$ cat src/inc/smpm_defines.svh
// constants of the sleep mode power manager: offsets, fields, resets, timing
`ifndef SMPM_DEFINES_SVH
`define SMPM_DEFINES_SVH

// ****************************************************************
// timing
// ****************************************************************
`define SMPM_CLK_PERIOD_NS 40
`define SMPM_CHECK_TIME_US 2300
`define SMPM_CHECK_CYCLES ((`SMPM_CHECK_TIME_US * 1000) / `SMPM_CLK_PERIOD_NS)
`define SMPM_TICK_TIME_US 1000
`define SMPM_TICK_CYCLES ((`SMPM_TICK_TIME_US * 1000) / `SMPM_CLK_PERIOD_NS)

// ****************************************************************
// register offsets (byte addresses)
// ****************************************************************
`define SMPM_CTRL_OFS 12'h000
`define SMPM_STAT_OFS 12'h004
`define SMPM_IRQ_STAT_OFS 12'h008
`define SMPM_IRQ_MASK_OFS 12'h00c
`define SMPM_REST_OFS 12'h010
`define SMPM_LVL_BASE_OFS 12'h020
`define SMPM_LVL_STRIDE 12'h010
`define SMPM_LVL_SLEEP_OFS 12'h000
`define SMPM_LVL_THR_OFS 12'h004
`define SMPM_LVL_MODE_OFS 12'h008

// ****************************************************************
// fields and reset values
// ****************************************************************
`define SMPM_CTRL_LP_BIT 0
`define SMPM_IRQ_WAKE_BIT 0
`define SMPM_IRQ_MOTION_BIT 1
`define SMPM_IRQ_STEP_BIT 2
`define SMPM_IRQ_W 3
`define SMPM_SLEEP_RST 16'h0064
`define SMPM_THR_RST 16'h0001
`define SMPM_MODE_RST 16'h03e8
`define SMPM_REST_RST 16'h0064

`endif

$ cat src/inc/smpm_pkg.sv
// types of the sleep mode power manager
package smpm_pkg;

	// ****************************************************************
	// power states, per-level settings and level register address decode
	// ****************************************************************
	typedef enum logic [2:0] {
		SMPM_TRACK = 3'b001,
		SMPM_INACT = 3'b010,
		SMPM_CHECK = 3'b100
	} smpm_state_t;

	typedef struct packed {
		logic [15:0] sleep_time;
		logic [15:0] thresh;
		logic [15:0] mode_time;
	} smpm_level_t;

	typedef struct packed {
		logic hit;
		logic [1:0] level;
		logic [1:0] field;
	} smpm_lvl_sel_t;

endpackage : smpm_pkg

$ cat src/core/smpm_core.sv
// sleep mode power manager with apb register slave
//
// The register addresses and the APB register port are this design's own decisions.
`timescale 1ns/1ps
`include "smpm_defines.svh"
module smpm_core #(
	parameter int unsigned CHECK_CYCLES = `SMPM_CHECK_CYCLES,
	parameter int unsigned TICK_CYCLES = `SMPM_TICK_CYCLES,
	parameter int unsigned LEVELS = 4
) (
	// clock and reset
	input wire logic pclk,
	input wire logic presetn,
	// apb slave
	input wire logic psel,
	input wire logic penable,
	input wire logic pwrite,
	input wire logic [11:0] paddr,
	input wire logic [31:0] pwdata,
	output logic [31:0] prdata,
	output logic pready,
	output logic pslverr,
	// sensor side
	input wire logic [15:0] motion_mag,
	output logic sensor_on,
	output logic [1:0] sleep_level,
	// interrupt
	output logic irq
);

	// ****************************************************************
	// decode
	// ****************************************************************
	function automatic smpm_pkg::smpm_lvl_sel_t lvl_decode(input logic [11:0] a);
		smpm_pkg::smpm_lvl_sel_t s;
		logic [11:0] rel;
		rel = a - `SMPM_LVL_BASE_OFS;
		s.hit = (a >= `SMPM_LVL_BASE_OFS) && (rel < (`SMPM_LVL_STRIDE * 12'h004))
			&& (12'(rel[3:0]) <= `SMPM_LVL_MODE_OFS) && (rel[1:0] == 2'h0);
		s.level = rel[5:4];
		s.field = rel[3:2];
		return s;
	endfunction : lvl_decode
	localparam int unsigned CW = $clog2(CHECK_CYCLES + 1);
	localparam int unsigned TW = $clog2(TICK_CYCLES + 1);

	// ****************************************************************
	// state
	// ****************************************************************
	smpm_pkg::smpm_state_t state, next_state;
	smpm_pkg::smpm_level_t cfg [LEVELS];
	smpm_pkg::smpm_level_t next_cfg [LEVELS];
	logic lp_en, next_lp_en;
	logic [15:0] rest_time, next_rest_time;
	logic [`SMPM_IRQ_W-1:0] irq_stat, next_irq_stat, irq_mask, next_irq_mask, ev;
	logic [1:0] level, next_level;
	logic [15:0] rest_ms, next_rest_ms, sleep_ms, next_sleep_ms, mode_ms, next_mode_ms;
	logic [16:0] accum, next_accum;
	logic [CW-1:0] check_cnt, next_check_cnt;
	logic [TW-1:0] tick_cnt, next_tick_cnt;
	logic [31:0] next_prdata;
	logic tick, check_last, wr, rd;
	smpm_pkg::smpm_lvl_sel_t sel;
	smpm_pkg::smpm_level_t cur;

	assign pready = 1'b1;
	assign wr = psel && penable && pwrite;
	assign rd = psel && !penable && !pwrite;
	assign sel = lvl_decode(paddr);
	assign cur = cfg[level];
	assign tick = (tick_cnt == TW'(TICK_CYCLES - 1));
	assign check_last = (check_cnt == CW'(CHECK_CYCLES - 1));
	assign sensor_on = (state != smpm_pkg::SMPM_INACT);
	assign sleep_level = level;
	assign irq = |(irq_stat & irq_mask);

	// unmapped addresses answer with an error but never stall the bus
	always_comb
	begin
		pslverr = 1'b0;
		if (psel && penable)
		begin
			case (paddr)
				`SMPM_CTRL_OFS, `SMPM_STAT_OFS, `SMPM_IRQ_STAT_OFS,
				`SMPM_IRQ_MASK_OFS, `SMPM_REST_OFS: pslverr = 1'b0;
				default: pslverr = !sel.hit;
			endcase
		end
	end

	// ****************************************************************
	// registers and read data
	// ****************************************************************
	always_comb
	begin
		next_lp_en = lp_en;
		next_rest_time = rest_time;
		next_irq_mask = irq_mask;
		next_cfg = cfg;
		next_prdata = prdata;
		if (wr)
		begin
			case (paddr)
				`SMPM_CTRL_OFS: next_lp_en = pwdata[`SMPM_CTRL_LP_BIT];
				`SMPM_IRQ_MASK_OFS: next_irq_mask = pwdata[`SMPM_IRQ_W-1:0];
				`SMPM_REST_OFS: next_rest_time = pwdata[15:0];
				default:
				begin
					if (sel.hit)
					begin
						case (sel.field)
							2'h0: next_cfg[sel.level].sleep_time = pwdata[15:0];
							2'h1: next_cfg[sel.level].thresh = pwdata[15:0];
							default: next_cfg[sel.level].mode_time = pwdata[15:0];
						endcase
					end
				end
			endcase
		end
		// read data is latched in the setup cycle so it comes from a flop
		if (rd)
		begin
			next_prdata = 32'h0000_0000;
			case (paddr)
				`SMPM_CTRL_OFS: next_prdata[`SMPM_CTRL_LP_BIT] = lp_en;
				`SMPM_STAT_OFS: next_prdata = {24'h00_0000, 1'b0, sensor_on, level, 1'b0, state};
				`SMPM_IRQ_STAT_OFS: next_prdata[`SMPM_IRQ_W-1:0] = irq_stat;
				`SMPM_IRQ_MASK_OFS: next_prdata[`SMPM_IRQ_W-1:0] = irq_mask;
				`SMPM_REST_OFS: next_prdata[15:0] = rest_time;
				default:
				begin
					if (sel.hit)
					begin
						case (sel.field)
							2'h0: next_prdata[15:0] = cfg[sel.level].sleep_time;
							2'h1: next_prdata[15:0] = cfg[sel.level].thresh;
							default: next_prdata[15:0] = cfg[sel.level].mode_time;
						endcase
					end
				end
			endcase
		end
	end

	// ****************************************************************
	// power sequencer
	// ****************************************************************
	always_comb
	begin
		next_state = state;
		next_level = level;
		next_rest_ms = rest_ms;
		next_sleep_ms = sleep_ms;
		next_mode_ms = mode_ms;
		next_accum = accum;
		next_check_cnt = check_cnt;
		ev = '0;
		// the ms timer free-runs so the wake timer keeps going while inactive
		next_tick_cnt = tick ? '0 : tick_cnt + TW'(1);
		case (state)
			smpm_pkg::SMPM_TRACK:
			begin
				if (!lp_en || motion_mag != 16'h0000)
					next_rest_ms = 16'h0000;
				else if (tick && rest_ms != 16'hffff)
					next_rest_ms = rest_ms + 16'h0001;
				if (lp_en && rest_ms >= rest_time)
				begin
					next_state = smpm_pkg::SMPM_INACT;
					next_level = 2'h0;
					next_sleep_ms = 16'h0000;
					next_mode_ms = 16'h0000;
				end
			end
			smpm_pkg::SMPM_INACT:
			begin
				if (tick)
					next_sleep_ms = sleep_ms + 16'h0001;
				if (tick && next_sleep_ms >= cur.sleep_time)
				begin
					next_state = smpm_pkg::SMPM_CHECK;
					next_check_cnt = '0;
					next_accum = 17'h0_0000;
					ev[`SMPM_IRQ_WAKE_BIT] = 1'b1;
				end
			end
			smpm_pkg::SMPM_CHECK:
			begin
				next_check_cnt = check_cnt + CW'(1);
				next_accum = accum[16] ? accum : accum + {1'b0, motion_mag};
				if (check_last)
				begin
					if (accum >= {1'b0, cur.thresh})
					begin
						next_state = smpm_pkg::SMPM_TRACK;
						next_rest_ms = 16'h0000;
						ev[`SMPM_IRQ_MOTION_BIT] = 1'b1;
					end
					else
					begin
						next_state = smpm_pkg::SMPM_INACT;
						next_sleep_ms = 16'h0000;
					end
				end
			end
			default: next_state = smpm_pkg::SMPM_TRACK;
		endcase
		// level stepping runs in hardware over inactive and check time
		if (state != smpm_pkg::SMPM_TRACK && tick)
		begin
			if (mode_ms + 16'h0001 >= cur.mode_time && level != 2'(LEVELS - 1))
			begin
				next_level = level + 2'h1;
				next_mode_ms = 16'h0000;
				ev[`SMPM_IRQ_STEP_BIT] = 1'b1;
			end
			else if (mode_ms != 16'hffff)
				next_mode_ms = mode_ms + 16'h0001;
		end
		if (!lp_en)
			next_state = smpm_pkg::SMPM_TRACK;
		// a new event wins over a clear in the same cycle
		next_irq_stat = irq_stat;
		if (wr && paddr == `SMPM_IRQ_STAT_OFS)
			next_irq_stat = irq_stat & ~pwdata[`SMPM_IRQ_W-1:0];
		next_irq_stat = next_irq_stat | ev;
	end

	always_ff @(posedge pclk or negedge presetn)
	begin
		if (!presetn)
		begin
			state <= smpm_pkg::SMPM_TRACK;
			level <= 2'h0;
			rest_ms <= 16'h0000;
			sleep_ms <= 16'h0000;
			mode_ms <= 16'h0000;
			accum <= 17'h0_0000;
			check_cnt <= '0;
			tick_cnt <= '0;
			lp_en <= 1'b0;
			rest_time <= `SMPM_REST_RST;
			irq_stat <= '0;
			irq_mask <= '0;
			prdata <= 32'h0000_0000;
		end
		else
		begin
			state <= next_state;
			level <= next_level;
			rest_ms <= next_rest_ms;
			sleep_ms <= next_sleep_ms;
			mode_ms <= next_mode_ms;
			accum <= next_accum;
			check_cnt <= next_check_cnt;
			tick_cnt <= next_tick_cnt;
			lp_en <= next_lp_en;
			rest_time <= next_rest_time;
			irq_stat <= next_irq_stat;
			irq_mask <= next_irq_mask;
			prdata <= next_prdata;
		end
	end

	// LEVELS separate setting sets, one flop group per level
	for (genvar g = 0; g < LEVELS; g++)
	begin : g_lvl
		always_ff @(posedge pclk or negedge presetn)
		begin
			if (!presetn)
				cfg[g] <= {`SMPM_SLEEP_RST, `SMPM_THR_RST, `SMPM_MODE_RST};
			else
				cfg[g] <= next_cfg[g];
		end
	end
endmodule : smpm_core

$ cat config.mk
export PLATFORM = sky130hd
export DESIGN_NAME = smpm_core
export DESIGN_NICKNAME = d
export VERILOG_FILES = /design/src/inc/smpm_pkg.sv /design/src/core/smpm_core.sv
export VERILOG_INCLUDE_DIRS = /design/src /design/src/inc
export SDC_FILE = /design/constraint.sdc
export NUM_CORES = 1
export LEC_CHECK = 0
export BUFFER_PORTS_ARGS = -buffer_cell sky130_fd_sc_hd__buf_2
export CAP_MARGIN = 15
export CORE_MARGIN = 8
export CORE_UTILIZATION = 33
export DETAILED_ROUTE_END_ITERATION = 16
export PLACE_DENSITY = 0.48
export SETUP_SLACK_MARGIN = 0.2
export SYNTH_ARGS = -nofsm -noshare
export SYNTH_HDL_FRONTEND = slang
export SYNTH_SLANG_ARGS = --single-unit
$ cat constraint.sdc
create_clock -name pclk -period 5.41 [get_ports pclk]
set_clock_uncertainty 0.15 [all_clocks]
set_input_delay 0.8115 -clock pclk [delete_from_list [all_inputs] [get_ports pclk]]
set_output_delay 0.8115 -clock pclk [all_outputs]
set_load 0.005 [all_outputs]
Yosys cells after proc, flatten, opt, wreduce, memory -nomap -nowiden

Index checks and enable logic that the tools add are counted.

Equality and inequality tests: 25
Bitwise logic cells: 7
$add $sub $neg: 8
Multiplexer cells: 63
Reduce and logical (&&, ||, !) cells: 39
Magnitude comparators: 10

Operators with widths:

| kind                    | number |
|---|---|
| $bwmux W192             | 3 |
| $pmux W192 S2           | 1 |
| $demux W48 S2           | 3 |
| $mux W16                | 17 |
| $mux W48                | 5 |
| $bmux W48 S2            | 2 |
| $pmux W16 S2            | 3 |
| $add A16 B1 Y16 const B | 4 |
| $ge A16 B16 Y1          | 3 |
| $pmux W16 S3            | 1 |
| $pmux W13 S3            | 1 |
| $mux W17                | 2 |
| $pmux W17 S2            | 1 |
| $mux W32                | 1 |
| $ne A16 B16 Y1 const B  | 2 |
| $eq A12 B4 Y1 const B   | 2 |
| $add A17 B16 Y17        | 1 |
| $ge A17 B16 Y1          | 1 |
| $eq A16 B16 Y1 const B  | 1 |
| $reduce_bool A16 Y1     | 1 |
| $add A15 B1 Y15 const B | 1 |
| $eq A15 B15 Y1 const B  | 1 |
| $mux W15                | 1 |
| $mux W3                 | 5 |
| 39 further kinds        | 89 |

Output and inout bits: 38
Input bits: 65
Word-level logic and storage cells: 178
Register bits after elaboration: 332

Depth between registers and ports, before layout

Word-level depth: 9
Depth in mapped cells: 15
Depth with buffers taken out: 13

Worst setup path after synthesis

No wires, ideal clock.

Path kind: reg-to-reg
Start: reg tick_cnt[6]
End: reg accum[10]
Stages on the path, launching flop included: 15
Path buffers: 2
Setup time: 0.121 ns
Arrival time: 3.958 ns
Clock period less this slack: 4.229 ns
Slack: 1.181 ns
Required time: 5.139 ns
Cell sequence: dfrtp_1 > or4_1 > nor4_1 > clkbuf_1 > nand4_1 > nor2_1 > xor2_1 > ha_1 > and3_1 > nand2_1 > o311a_1 > a211oi_4 > a311oi_2 > buf_6 > a22o_1

Word-level cells in the longest chain between the ends: 7

RTL lines:

| element                                | line             | source |
|---|---|---|
| start, declared                        | smpm_core.sv:60  | `logic [TW-1:0] tick_cnt, next_tick_cnt;` |
| start signal, assigned                 | smpm_core.sv:256 | `tick_cnt <= next_tick_cnt;` |
| $eq A15 B15 Y1 (*)                     | smpm_core.sv:71  | `assign tick = (tick_cnt == TW'(TICK_CYCLES - 1));` |
| $mux W16                               | smpm_core.sv:177 | `if (tick)` |
| $mux W16                               | smpm_core.sv:160 | `case (state)` |
| $ge A16 B16 Y1                         | smpm_core.sv:179 | `if (tick && next_sleep_ms >= cur.sleep_time)` |
| $logic_and A1 B1 Y1 (*)                | smpm_core.sv:179 |  |
| $ne A2 B2 Y1 (no source line) (*)      | --               |  |
| $reduce_and A3 Y1 (no source line) (*) | --               |  |
| end signal, assigned                   | smpm_core.sv:254 | `accum <= next_accum;` |
| end, declared                          | smpm_core.sv:58  | `logic [16:0] accum, next_accum;` |

Mark *: on every way between the ends. The rest lies on a longest branch, timed or not. The select of a mux whose other input is x is not followed.
A chain may end at the register's enable or synchronous reset.

Final worst setup path

Start: reg tick_cnt[4]
End: reg accum[16]

Word-level cells in the longest chain between the ends: 7

RTL lines:

| element                                | line |
|---|---|
| $eq A15 B15 Y1 (*)                     | smpm_core.sv:71 |
| $mux W16                               | smpm_core.sv:177 |
| $mux W16                               | smpm_core.sv:160 |
| $ge A16 B16 Y1                         | smpm_core.sv:179 |
| $logic_and A1 B1 Y1 (*)                | smpm_core.sv:179 |
| $ne A2 B2 Y1 (no source line) (*)      | -- |
| $reduce_and A2 Y1 (no source line) (*) | -- |

Marked as above.

==> impl_metrics.tcl <==
set metrics [dict create \
    nets 1918 \
    power_frac_seq_pct 45.9 \
    power.clock.fraction_pct 48.8 \
    finalSetupTns_ps 0 \
    post_cts_buffers 0 \
    fin_crit_sh_pct 84.5 \
    synth-edff-count 0 \
    whs_ps 141 \
    io_buffers 69 \
    startpoint_type "flop" \
    grt_pass1_vias 14522 \
    cap_violations 0 \
    antenna_cells 0 \
    synth_top_area_share_pct 36.4 \
    finish.utilization_pct 37.8 \
    start_util_pct 33.4 \
    antenna_found_initial 0 \
    drcViolationCount 0 \
    finalSetupViolCount 0 \
    fp.dieW_um 261 \
    critPathKind "reg2reg" \
    synth_warnings 0 \
    final_common_cell "dfrtp_1" \
    cp_max_fo 15 \
    ys_seq_elements 332 \
    drive_gt1_share_pct 30.6 \
    endpoint_kind "flop" \
    p_per_area_nw_per_um2 246 \
    grt_util_all_layers_pct 17.2 \
    ir_worst_vdd_mv 0.168 \
    drt-initial-drc-count 1080 \
    synthArstFlopShare_pct 100 \
    cp.required_ps 5670 \
    relSlewSlack_pct 25.6 \
    htreeDepth 2 \
    dp_hpwl_um 40600 \
    yosysSeqAreaShare_pct 42.3 \
    viasPerCell 5.52 \
    synth_area_leaders "dfrtp_1 (36%), mux2_2 (11%), mux4_2 (11%), dfstp_2 (5.8%), ha_1 (5.5%)" \
    dr_total_vias 14165 \
    rows 89 \
    rsz0062_at_grt "no" \
    gp_congestion 0.785 \
    final_hold_viol_count 0 \
    netlist_area_um2 19800 \
    r2r_setup_slack_ps 840 \
    die-height_um 261 \
    core_um2 59100 \
    cp_common_cell "and4_1" \
    layout_common_cells "dfrtp_1 (286), mux2_2 (201), nand2_1 (116)" \
    period_needed_ps 4570 \
    p_sw_mw 1.31 \
    die_area_um2 68000 \
    final_cell_area_um2 22300 \
    clock_sinks 332 \
    slowest_stage "or4_1" \
    grt_pass1_wl_um 90400 \
    max_freq_mhz 219 \
    wire_per_inst_um 22.7 \
    p_leak_nw 9.79 \
    cts_made_buffers 39 \
    drt-total-wl_um 58300 \
    overflow 0 \
    critical_path.top_delay_family "simple AND/OR/NAND/NOR gates" \
    area_growth_pct 12.9 \
    worst_pin_slew_ps 1110 \
    clock_latency_ps 560 \
    combPwrFrac_pct 5.3 \
    outcome "finished, final reports clean" \
    synth_top_area_cell "dfrtp_1" \
    grt_max_degree 98 \
    worstPathCellList "or4_1, nor4_2, buf_4, and4_1, and3_1, xnor2_1, ha_1, and4_1, nand2_1, o311a_1, a211oi_4, a31o_2, o32ai_1" \
    clockRootBuffer "clkbuf_16" \
    path_clk_slew_ps 60 \
    postSynthCellCount 1717 \
    crit_arrival_ps 4830 \
    cpPeakStageDelay_ps 560 \
    switching_share_pct 23.8 \
    slew_viol_final 0 \
    cts_tree "done" \
    placed_area_um2 21000 \
    ant_nets 0 \
    io_pins 103 \
    min_path_type "in2async" \
    ctsLongestPathBuffers 3 \
    critPathBufInv 1 \
    synth_cell_types 83 \
    avgSynthCellArea_um2 11.5 \
    ys.flop_type "dfrtp_1" \
    p_int_mw 4.19 \
    dr.pass1.iters 5 \
]
==> path summary, 6_finish.rpt <==
path / cells after the start / startpoint / end
hold / removal: 1 / presetn / async pin
max in group asynchronous: 2 / presetn / async pin
setup reg to reg: 13 / tick_cnt[4]$_DFF_PN0_ / accum[16]$_DFFE_PN0P_
hold reg to reg: 1 / tick_cnt[12]$_DFF_PN0_ / tick_cnt[12]$_DFF_PN0_
setup / recovery: 13 / tick_cnt[4]$_DFF_PN0_ / accum[16]$_DFFE_PN0P_
min in group pclk: 1 / tick_cnt[12]$_DFF_PN0_ / tick_cnt[12]$_DFF_PN0_
==> kinds of logic (layout without fill, tap and decap cells) <==
logic type	Yosys count	count (layout)	share of synthesized area, %
AND/OR/NAND/NOR	423	423	11.2
flip-flops	332	332	42.3
multiplexers	317	317	23.5
AO/OA/AOI/OAI	285	285	10.0
buffers and inverters	203	266	4.42
adder cells (fa/ha/maj)	88	88	5.61
XOR/XNOR	67	67	2.97
other	2	17	0.0380
==> worst register-to-register path, cell delays in order, from the launching register on <==
cell	delay (ps)
dfrtp_1	400
or4_1	560
nor4_2	410
buf_4	220
and4_1	290
and3_1	250
xnor2_1	80
ha_1	290
and4_1	200
nand2_1	60
o311a_1	400
a211oi_4	530
a31o_2	420
o32ai_1	160
==> metrics by stage <==
| stage | power, mW | cells | worst slack [ps] |
|---|---|---|---|
| floorplan | 2.71 | 1732 | 1180 |
| global route | 5.70 | 2568 | 349 |
| global placement | 2.86 | 2497 | 640 |
| finish | 5.50 | 2568 | 837 |
| CTS | 5.58 | 2568 | 520 |
| detailed placement | 2.86 | 2497 | 573 |
==> timing repair <==
item / CTS / global route
setup endpoints to repair: 0 / 12
resized for setup: 0 / 1
hold buffers: 0 / 0
hold endpoints to repair: 0 / 0
==> power by group through the flow <==
stage | combinational, mW | sequential, mW | clock, mW
6_report | 0.291 | 2.52 | 2.69
5_1_grt | 0.323 | 2.52 | 2.85
4_1_cts | 0.297 | 2.52 | 2.76
3_5_place_dp | 0.296 | 2.56 | 0
3_3_place_gp | 0.293 | 2.56 | 0
2_1_floorplan | 0.141 | 2.57 | 0
==> cells in the mapped netlist, types with 7 or more instances <==
cell and n:
nand3_1 57, o211ai_1 18, a221o_1 8, ha_1 87, xnor2_1 39, nor3_1 23
mux2_2 201, dfrtp_1 288, a22o_1 26, or3_1 12, o21ai_0 61, nand4_1 26
buf_4 22, nor2b_1 8, a21oi_1 66, nand2b_1 8, buf_2 17, nand2_1 116
nor2_1 93, nor4_1 12, a22oi_1 11, nor4_2 8, dfstp_2 44, a21o_1 12
and3_1 17, and4_1 7, xor2_1 28, mux2i_1 19, a222oi_1 7, clkbuf_1 60
inv_1 84, mux4_2 97, buf_1 17
==> routing by layer <==
metal / GRT usage [%] / vias up / share of wire, %
li1: - / 6457 / -
met1: 23.5 / 7292 / 46
met2: 27.1 / 323 / 46
met3: 3.12 / 93 / 5.1
met4: 6.08 / 0 / 3.2
met5: 0 / - / 0
==> area by class of cell <==
cell class | count | area (um2)
repair buffers | 109 | 671
well taps | 773 | 967
inverters | 86 | 323
clock inverters | 10 | 73.8
multi-input cells | 1197 | 10700
flip-flops and latches | 332 | 8370
clock buffers | 61 | 1220
fillers | 5690 | 36800
Power figures use the tool's default switching activity.
